**src/pkg/microcycle_pkg.sv**
```systemverilog
// Shared constants and types for the microcycle clock controller
package microcycle_pkg;
    // Width of the microcycle length code
    localparam int LEN_SEL_W = 3;
    // Width of the position counter inside a microcycle
    localparam int POS_W = 4;
    // Shortest microcycle, in oscillator periods
    localparam logic [3:0] LEN_BASE = 4'h3;
    // Length code held in the control latch after reset
    localparam logic [2:0] LEN_SEL_RESET = 3'h0;
    // Default number of ref_clk cycles per oscillator period
    localparam int OSC_DIV_DEFAULT = 2;
    // Oscillator periods with ready low before the stretch ends
    localparam logic [1:0] READY_RELEASE_TICKS = 2'h2;
    // Phase pattern held after reset: the first state of a cycle
    localparam logic [3:0] PHASE_RESET = 4'h7;
    // Mode state machine
    typedef enum logic [1:0] {
        MODE_RUN = 2'b00,
        MODE_HALT = 2'b01,
        MODE_STEP = 2'b10
    } mode_type;
endpackage
```
**src/hw/microcycle_clock_controller.sv**
```systemverilog
// Programmable microcycle clock generator with run, halt, step and stretch control
//
// Summary of operation
// Length code picks three to ten periods
// Length code latched at end of each microcycle
// Length code shares microword with its instruction
// Run, halt, step switches pass debounce latches
// Halt stops on first or last state
// Run low with halt high resumes running
// Peripheral drives stretch request low for wait
// Sample select sets when request is sampled
// Peripheral drives ready low to finish cycle
// Ack low after select falls, until ready+2
// Step switches run exactly one microcycle
// Step high one edge starts run, stops
// Oscillator clocks all; copy driven out
// Phase 1 marks control latch load point
// Phase 1 low last, phase 4 first
// Phase 3 roughly half the microcycle
// Next state loaded on internal falling edge
// Phases hold while stretch ack low
// Halt freezes phases, oscillator copy runs
`timescale 1ns/1ps
`default_nettype none
module microcycle_clock_controller #(
    parameter int OSC_DIV = microcycle_pkg::OSC_DIV_DEFAULT
) (
    // Clock and reset
    input wire logic ref_clk,
    input wire logic sys_rst,
    // Microword length code
    input wire logic length_sel_0,
    input wire logic length_sel_1,
    input wire logic length_sel_2,
    // Front panel switches
    input wire logic run_n,
    input wire logic halt_n,
    input wire logic step_switch_open,
    input wire logic step_switch_closed,
    input wire logic halt_at_first,
    // Stretch handshake
    input wire logic stretch_request_n,
    input wire logic stretch_sample_select,
    input wire logic ready_n,
    output logic stretch_ack_n,
    // Clock outputs
    output logic osc_clock_out,
    output logic phase_1,
    output logic phase_2,
    output logic phase_3,
    output logic phase_4,
    // Status
    output logic halted
);
    // Refuse a divider that cannot form a high and a low half
    if (OSC_DIV < 2 || OSC_DIV > 256) begin : g_div_check
        $error("OSC_DIV must lie between 2 and 256");
    end

    localparam int SYNC_W = 7;
    localparam logic [7:0] DIV_LAST = 8'(OSC_DIV - 1);
    localparam logic [7:0] DIV_HALF = 8'(OSC_DIV / 2);
    localparam int OSC_MAX = OSC_DIV;
    localparam int HALT_MAX = 12 * OSC_DIV;

    logic [SYNC_W-1:0] pin_raw; // Plain pins needing synchronisation
    logic [SYNC_W-1:0] pin_s1_ff; // First synchroniser stage
    logic [SYNC_W-1:0] pin_s2_ff; // Second synchroniser stage, safe to use
    logic [7:0] div_ff; // Oscillator period divider
    logic osc_tick; // One-cycle enable at the internal falling edge
    logic osc_out_ff; // Buffered oscillator copy
    logic [2:0] len_sel_ff; // Microcycle control latch
    localparam int POS_W_L = microcycle_pkg::POS_W;
    logic [POS_W_L-1:0] pos_ff; // Position within the microcycle
    logic [3:0] len; // Current microcycle length
    logic [3:0] last_pos; // Position of the final state
    logic [3:0] nxt_pos; // Position after the next advance
    logic [3:0] halt_pt; // Position at which a halt settles
    logic [3:0] phase_ff; // Phase register, bit 0 is phase 1
    logic [3:0] nxt_phase; // Phase pattern for nxt_pos
    logic advance; // Phase register moves this cycle
    logic halt_db; // Debounced halt latch, clear after reset so the block starts running
    logic run_db; // Run requested: halt latch clear
    logic step_db; // Debounced step latch
    logic step_prev_ff; // Step latch as seen at the previous tick
    logic cx_prev_ff; // Sample select as seen at the previous tick
    logic ack_n_ff; // Stretch acknowledge, active low
    logic [1:0] ready_cnt_ff; // Ticks with ready low during a stretch
    logic ack_set; // Stretch begins this tick
    microcycle_pkg::mode_type mode_ff; // Run, halt or step mode

    assign pin_raw = {halt_at_first, ready_n, stretch_sample_select, stretch_request_n,
                      length_sel_2, length_sel_1, length_sel_0};

    // Two flip-flops per pin before any logic looks at it
    for (genvar i = 0; i < SYNC_W; i++) begin : g_sync
        always_ff @(posedge ref_clk) begin
            if (sys_rst) begin
                pin_s1_ff[i] <= 1'b1;
                pin_s2_ff[i] <= 1'b1;
            end else begin
                pin_s1_ff[i] <= pin_raw[i];
                pin_s2_ff[i] <= pin_s1_ff[i];
            end
        end
    end

    // Run/halt pair and the step contact pair each form a debounce latch
    switch_latch #(.SET_ACTIVE(1'b0), .CLR_ACTIVE(1'b0)) u_run_latch (
        .ref_clk(ref_clk),
        .sys_rst(sys_rst),
        .set_pin(halt_n),
        .clr_pin(run_n),
        .latched_ff(halt_db)
    );
    // Latch holds the halt request, so reset leaves the machine running
    assign run_db = !halt_db;
    switch_latch #(.SET_ACTIVE(1'b1), .CLR_ACTIVE(1'b1)) u_step_latch (
        .ref_clk(ref_clk),
        .sys_rst(sys_rst),
        .set_pin(step_switch_open),
        .clr_pin(step_switch_closed),
        .latched_ff(step_db)
    );

    // Oscillator divider; the tick is where the buffered copy rises
    always_ff @(posedge ref_clk) begin
        if (sys_rst) begin
            div_ff <= 8'h00;
            osc_out_ff <= 1'b1;
        end else begin
            div_ff <= osc_tick ? 8'h00 : div_ff + 8'h01;
            osc_out_ff <= osc_tick || (div_ff + 8'h01 < DIV_HALF);
        end
    end
    assign osc_tick = (div_ff == DIV_LAST);

    // Length arithmetic for the latched code
    assign len = microcycle_pkg::LEN_BASE + {1'b0, len_sel_ff};
    assign last_pos = len - 4'h1;
    assign nxt_pos = (pos_ff == last_pos) ? 4'h0 : pos_ff + 4'h1;
    assign halt_pt = pin_s2_ff[6] ? 4'h0 : last_pos;

    // Phase shapes for a given position and length
    always_comb begin
        nxt_phase[0] = (nxt_pos != nxt_len_last());
        nxt_phase[1] = ({1'b0, nxt_pos} + 5'h2 < {1'b0, nxt_len()});
        nxt_phase[2] = ({nxt_pos, 1'b0} < {1'b0, nxt_len()} - 5'h1);
        nxt_phase[3] = (nxt_pos != 4'h0);
    end

    // Length that applies after the advance: new code at a cycle boundary
    function automatic logic [3:0] nxt_len();
        if (pos_ff == last_pos) begin
            nxt_len = microcycle_pkg::LEN_BASE + {1'b0, pin_s2_ff[2:0]};
        end else begin
            nxt_len = len;
        end
    endfunction
    function automatic logic [3:0] nxt_len_last();
        nxt_len_last = nxt_len() - 4'h1;
    endfunction

    // Phases move only on a tick outside halt and outside a stretch
    assign advance = osc_tick && mode_ff != microcycle_pkg::MODE_HALT
                     && ack_n_ff && !ack_set;

    // Control latch loads while phase 1 is low, i.e. on leaving the last state
    always_ff @(posedge ref_clk) begin
        if (sys_rst) begin
            len_sel_ff <= microcycle_pkg::LEN_SEL_RESET;
        end else if (advance && !phase_ff[0]) begin
            len_sel_ff <= pin_s2_ff[2:0];
        end
    end

    // Current-state register loads at the internal falling edge
    always_ff @(posedge ref_clk) begin
        if (sys_rst) begin
            pos_ff <= 4'h0;
            phase_ff <= microcycle_pkg::PHASE_RESET;
        end else if (advance) begin
            pos_ff <= nxt_pos;
            phase_ff <= nxt_phase;
        end
    end

    // Stretch handshake: sample request (bit 3) when select (bit 4) falls, release after ready
    assign ack_set = osc_tick && ack_n_ff && cx_prev_ff && !pin_s2_ff[4] && !pin_s2_ff[3];
    always_ff @(posedge ref_clk) begin
        if (sys_rst) begin
            cx_prev_ff <= 1'b1;
            ack_n_ff <= 1'b1;
            ready_cnt_ff <= 2'h0;
        end else if (osc_tick) begin
            cx_prev_ff <= pin_s2_ff[4];
            if (ack_set) begin
                ack_n_ff <= 1'b0;
                ready_cnt_ff <= 2'h0;
            end else if (!ack_n_ff) begin
                if (ready_low() && ready_cnt_ff + 2'h1 == microcycle_pkg::READY_RELEASE_TICKS) begin
                    // Second tick with ready low ends the stretch
                    ack_n_ff <= 1'b1;
                    ready_cnt_ff <= 2'h0;
                end else begin
                    // Count ticks with ready low; ready high restarts the count
                    ready_cnt_ff <= ready_low() ? ready_cnt_ff + 2'h1 : 2'h0;
                end
            end
        end
    end
    // Synchronised ready pin, active low
    function automatic logic ready_low();
        ready_low = !pin_s2_ff[5];
    endfunction

    // Mode machine: halt at the chosen point, resume on run, one cycle per step
    always_ff @(posedge ref_clk) begin
        if (sys_rst) begin
            mode_ff <= microcycle_pkg::MODE_RUN;
            step_prev_ff <= 1'b0;
        end else if (osc_tick) begin
            step_prev_ff <= step_db;
            case (mode_ff)
                microcycle_pkg::MODE_RUN: begin
                    if (advance && !run_db && nxt_pos == halt_pt) begin
                        mode_ff <= microcycle_pkg::MODE_HALT;
                    end
                end
                microcycle_pkg::MODE_HALT: begin
                    if (run_db) begin
                        mode_ff <= microcycle_pkg::MODE_RUN;
                    end else if (step_db && !step_prev_ff) begin
                        mode_ff <= microcycle_pkg::MODE_STEP;
                    end
                end
                microcycle_pkg::MODE_STEP: begin
                    if (run_db) begin
                        mode_ff <= microcycle_pkg::MODE_RUN;
                    end else if (advance && nxt_pos == halt_pt) begin
                        mode_ff <= microcycle_pkg::MODE_HALT;
                    end
                end
                default: begin
                    mode_ff <= microcycle_pkg::MODE_RUN;
                end
            endcase
        end
    end

    // Outputs straight from flip-flops
    assign osc_clock_out = osc_out_ff;
    assign phase_1 = phase_ff[0];
    assign phase_2 = phase_ff[1];
    assign phase_3 = phase_ff[2];
    assign phase_4 = phase_ff[3];
    assign stretch_ack_n = ack_n_ff;
    // Only the halt code has bit 0 set, so the flag is a plain flop bit
    assign halted = mode_ff[0];
endmodule
`default_nettype wire

```
**src/hw/switch_latch.sv**
```systemverilog
// Synchronised set-reset latch that debounces a pair of switch contacts
`timescale 1ns/1ps
`default_nettype none
module switch_latch #(
    parameter logic SET_ACTIVE = 1'b0,
    parameter logic CLR_ACTIVE = 1'b0
) (
    // Clock and reset
    input wire logic ref_clk,
    input wire logic sys_rst,
    // Contact pins
    input wire logic set_pin,
    input wire logic clr_pin,
    // Debounced level
    output logic latched_ff
);
    logic [1:0] set_sync_ff; // Two-stage synchroniser for the set contact
    logic [1:0] clr_sync_ff; // Two-stage synchroniser for the clear contact

    // Bring both contacts into the clock domain
    always_ff @(posedge ref_clk) begin
        if (sys_rst) begin
            set_sync_ff <= {~SET_ACTIVE, ~SET_ACTIVE};
            clr_sync_ff <= {~CLR_ACTIVE, ~CLR_ACTIVE};
        end else begin
            set_sync_ff <= {set_sync_ff[0], set_pin};
            clr_sync_ff <= {clr_sync_ff[0], clr_pin};
        end
    end

    // Bounce on one contact cannot change the level; only the other contact can
    always_ff @(posedge ref_clk) begin
        if (sys_rst) begin
            latched_ff <= 1'b0;
        end else if (set_sync_ff[1] == SET_ACTIVE && clr_sync_ff[1] != CLR_ACTIVE) begin
            latched_ff <= 1'b1;
        end else if (clr_sync_ff[1] == CLR_ACTIVE && set_sync_ff[1] != SET_ACTIVE) begin
            latched_ff <= 1'b0;
        end
    end
endmodule
`default_nettype wire

```
**config.mk**
```make
export PLATFORM = sky130hd
export DESIGN_NAME = microcycle_clock_controller
export DESIGN_NICKNAME = d
export VERILOG_FILES = /design/src/pkg/microcycle_pkg.sv /design/src/hw/microcycle_clock_controller.sv /design/src/hw/switch_latch.sv
export SDC_FILE = /design/constraint.sdc
export NUM_CORES = 1
export LEC_CHECK = 0
export BUFFER_PORTS_ARGS = -buffer_cell sky130_fd_sc_hd__buf_4
export CAP_MARGIN = 10
export CELL_PAD_IN_SITES_DETAIL_PLACEMENT = 0
export CELL_PAD_IN_SITES_GLOBAL_PLACEMENT = 1
export CORE_UTILIZATION = 41
export CTS_BUF_LIST = sky130_fd_sc_hd__clkbuf_16
export CTS_CLUSTER_SIZE = 14
export DETAILED_ROUTE_END_ITERATION = 7
export PLACE_DENSITY_LB_ADDON = 0.1
export SETUP_SLACK_MARGIN = 0.4
export SLEW_MARGIN = 20
export SYNTH_ARGS = -nofsm -noshare
export SYNTH_HDL_FRONTEND = slang
export SYNTH_SLANG_ARGS = --single-unit
```
**constraint.sdc**
```tcl
create_clock -name ref_clk -period 3.7 [get_ports ref_clk]
set_input_delay 0.74 -clock ref_clk [delete_from_list [all_inputs] [get_ports ref_clk]]
set_output_delay 0.74 -clock ref_clk [all_outputs]
set_load 0.03 [all_outputs]
```
==> impl_metrics.json <==
{
  "outcome": "finished, violations left",
  "violations": "design-rule violations",
  "p_seq_frac": 0.462,
  "cp_max_fo": 7,
  "synthesis.nets": 353,
  "p_int_uw": 935,
  "dieArea_um2": 7030,
  "die_h_um": 83.8,
  "p_switching_uw": 362,
  "routed_wl_um": 5790,
  "powerDensity_nw_per_um2": 407,
  "worst_slew_pin_slew_ns": 0.816,
  "fmax_mhz": 319,
  "cts_buffers": 5,
  "required_ns": 3.87,
  "grt_pass1_wl_um": 9850,
  "rows": 29,
  "crit_type": "flop to flop",
  "clk_path_buf_depth": 2,
  "design.core.area_um2": 6420,
  "setup_viol": 0,
  "place.gp.congestion": 0.813,
  "switching_share": 0.279,
  "ys_warn_count": 0,
  "peakVddDrop_mv": 0.232,
  "p_leak_nw": 1.31,
  "yosys-top-cells-area": "dfxtp_1, ha_1, nor2_1",
  "track_usage": 0.175,
  "nFillCells": 623,
  "r2r_slack_ns": 0.56,
  "first_global_vias": 2034,
  "pwr-share-clk": 0.350,
  "syn_inst": 324,
  "crit_path_top_delay_cell": "ha_4",
  "clk_pin_slew_ns": 0.07,
  "syn_to_final_growth_pct": 16.2,
  "dp.final_hpwl_um": 4080,
  "drc": 2,
  "synth_seq_cells": 51,
  "cpPeakStageDelay_ns": 0.37,
  "rsz0062_at_grt": "false",
  "synth_ff_type": "dfxtp_1",
  "nNetsFinal": 375,
  "start_util": 0.427,
  "period_share": 0.847,
  "cts_tree": "built",
  "clock_skew_ns": 0.00614,
  "syn_avg_cell_area_um2": 8.47,
  "yosysSeqAreaShare": 0.372,
  "critPathLaunchType": "flop",
  "grt_start_max_net_pins": 46,
  "period_minus_slack_ns": 3.14,
  "cp_top_family": "adder cells",
  "overflow": 0,
  "synthArstFlopShare": 0,
  "hp-class": "flop to flop",
  "drt_pre_antenna_iters": 6,
  "worst-path-buf-inv": 2,
  "path_cells": "inv_1 > ha_4 > mux2i_4 > o221ai_1 > nor3_2 > nand2_1 > nand2_1 > inv_1 > ha_1 > xor2_1 > ha_1 > nand2_1 > a221o_1",
  "port-buffer-count": 19,
  "endpoint_kind": "flop",
  "maxSlewViolCount": 0,
  "root_buffer": "clkbuf_16",
  "antenna_found_initial": 0,
  "vias": 2212,
  "final_cell_mix": "dfxtp_1, nor2_1, nand2_1, buf_4, a21oi_1",
  "place_ws_ns": 0.391,
  "synth_area_um2": 2750,
  "worstPathArrival_ns": 3.31,
  "drive_gt1_frac": 0.210,
  "drt_iter0_drc": 124,
  "ant_nets": 0,
  "cts.sinks": 51,
  "hold_viol": 0,
  "synth_cell_types": 52,
  "fin_tns_setup_ns": 0,
  "wl_per_cell_um": 13.6,
  "ios": 20,
  "synth_edf_count": 0,
  "layout_commonest_cell": "dfxtp_1",
  "antennaDiodeCount": 0,
  "worstSkewPairLatency_ns": 0.29,
  "max-slew-margin-rel": 0.455,
  "fin_ws_ns": 0.565,
  "synth_top_area_frac": 0.372,
  "timing.max_cap.violations": 0,
  "h-tree-depth": 2,
  "synth.largest_area_cell": "dfxtp_1",
  "combPwrFrac": 0.188,
  "routed_via_density": 5.22,
  "path_common_cell": "nand2_1",
  "die_w_um": 83.8
}
stage by stage:
stage / power (mW) / hold slack [ns] / instance area [um^2] / std cells / utilization
finish: 1.30 / 0.407 / 3190 / 424 / 0.497
global route: 1.38 / 0.419 / 3190 / 424 / 0.497
CTS: 1.31 / 0.409 / 3150 / 421 / 0.490
detailed placement: 0.854 / 0.392 / 3000 / 413 / 0.466
global placement: 0.853 / 0.391 / 3000 / 413 / 0.466
floorplan: 0.786 / 0.389 / 2780 / 324 / -
layer usage:
layer | track usage | routed length, um
met5 | 0 | 0
met1 | 0.258 | 3040
met3 | 0.0336 | 226
met4 | 0.0376 | 45
met2 | 0.262 | 2470
worst paths after layout:
path,endpoint,cells past startpoint,start
worst max-delay path,phase_ff[1],13,len_sel_ff[0]
worst min-delay path,pin_s2_ff[2],1,pin_s1_ff[2]
worst max register to register,phase_ff[1],13,len_sel_ff[0]
worst min register to register,pin_s2_ff[2],1,pin_s1_ff[2]
state kept, by name (all words and copies together), names as in the netlist, 2 cells and up:
register and count:
ready_cnt_ff 2, len_sel_ff 3, pin_s2_ff 7, mode_ff 2, u_run_latch.clr_sync_ff 2, u_step_latch.set_sync_ff 2
phase_ff 4, pin_s1_ff 7, u_run_latch.set_sync_ff 2, pos_ff 4, div_ff 8, u_step_latch.clr_sync_ff 2
area by class of cell:
type	count	area, um^2	area share
flip-flops and latches	51	1020	0.320
clock inverters	3	17.5	0.00549
multi-input cells	244	1650	0.518
well taps	77	96.3	0.0302
repair buffers	30	225	0.0706
clock buffers	5	125	0.0392
inverters	14	52.6	0.0165
power by group through the flow:
stage,Combinational (mW),Clock (mW),Sequential [mW]
floorplan,0.168,0,0.618
global placement,0.241,0,0.612
detailed placement,0.242,0,0.612
CTS,0.244,0.471,0.600
global route,0.279,0.497,0.604
finish,0.244,0.454,0.600
Yosys cell counts (2+ instances only):
master,n
nand3b_1,3
a21o_1,2
and2_1,3
o22ai_1,2
buf_2,2
nor3b_1,4
or2_2,20
nand2b_1,5
a41o_1,2
inv_1,14
nand3_1,7
nand4_1,2
clkbuf_1,12
o21bai_1,3
and3_1,4
nand4bb_1,2
xnor2_1,11
mux2i_1,10
nor2_1,35
nor2b_1,5
o31ai_1,3
o21ai_0,11
xor2_1,8
nand2_1,31
o211ai_1,2
a21oi_1,21
nor3_1,7
dfxtp_1,51
a31oi_1,3
o21a_1,2
ha_1,16
what timing repair did:
item | CTS | global route
setup endpoints to repair | 1 | 2
setup buffers | 0 | 3
gates resized for setup | 2 | 3
pin swaps | 0 | 2
hold buffers | 0 | 0
logic make-up (layout without fill, tap and decap cells):
| group | after synthesis | in the layout | synth area share |
|---|---|---|---|
| muxes | 11 | 11 | 0.0406 |
| AOI/OAI and AO/OA | 60 | 60 | 0.139 |
| buffers and inverters | 29 | 52 | 0.0433 |
| adders and majority gates | 17 | 17 | 0.0770 |
| xor gates and xnor gates | 20 | 20 | 0.0697 |
| DFF | 51 | 51 | 0.372 |
| and+or+nand+nor | 136 | 136 | 0.259 |
Note: power is estimated with default switching activity, not from simulation.
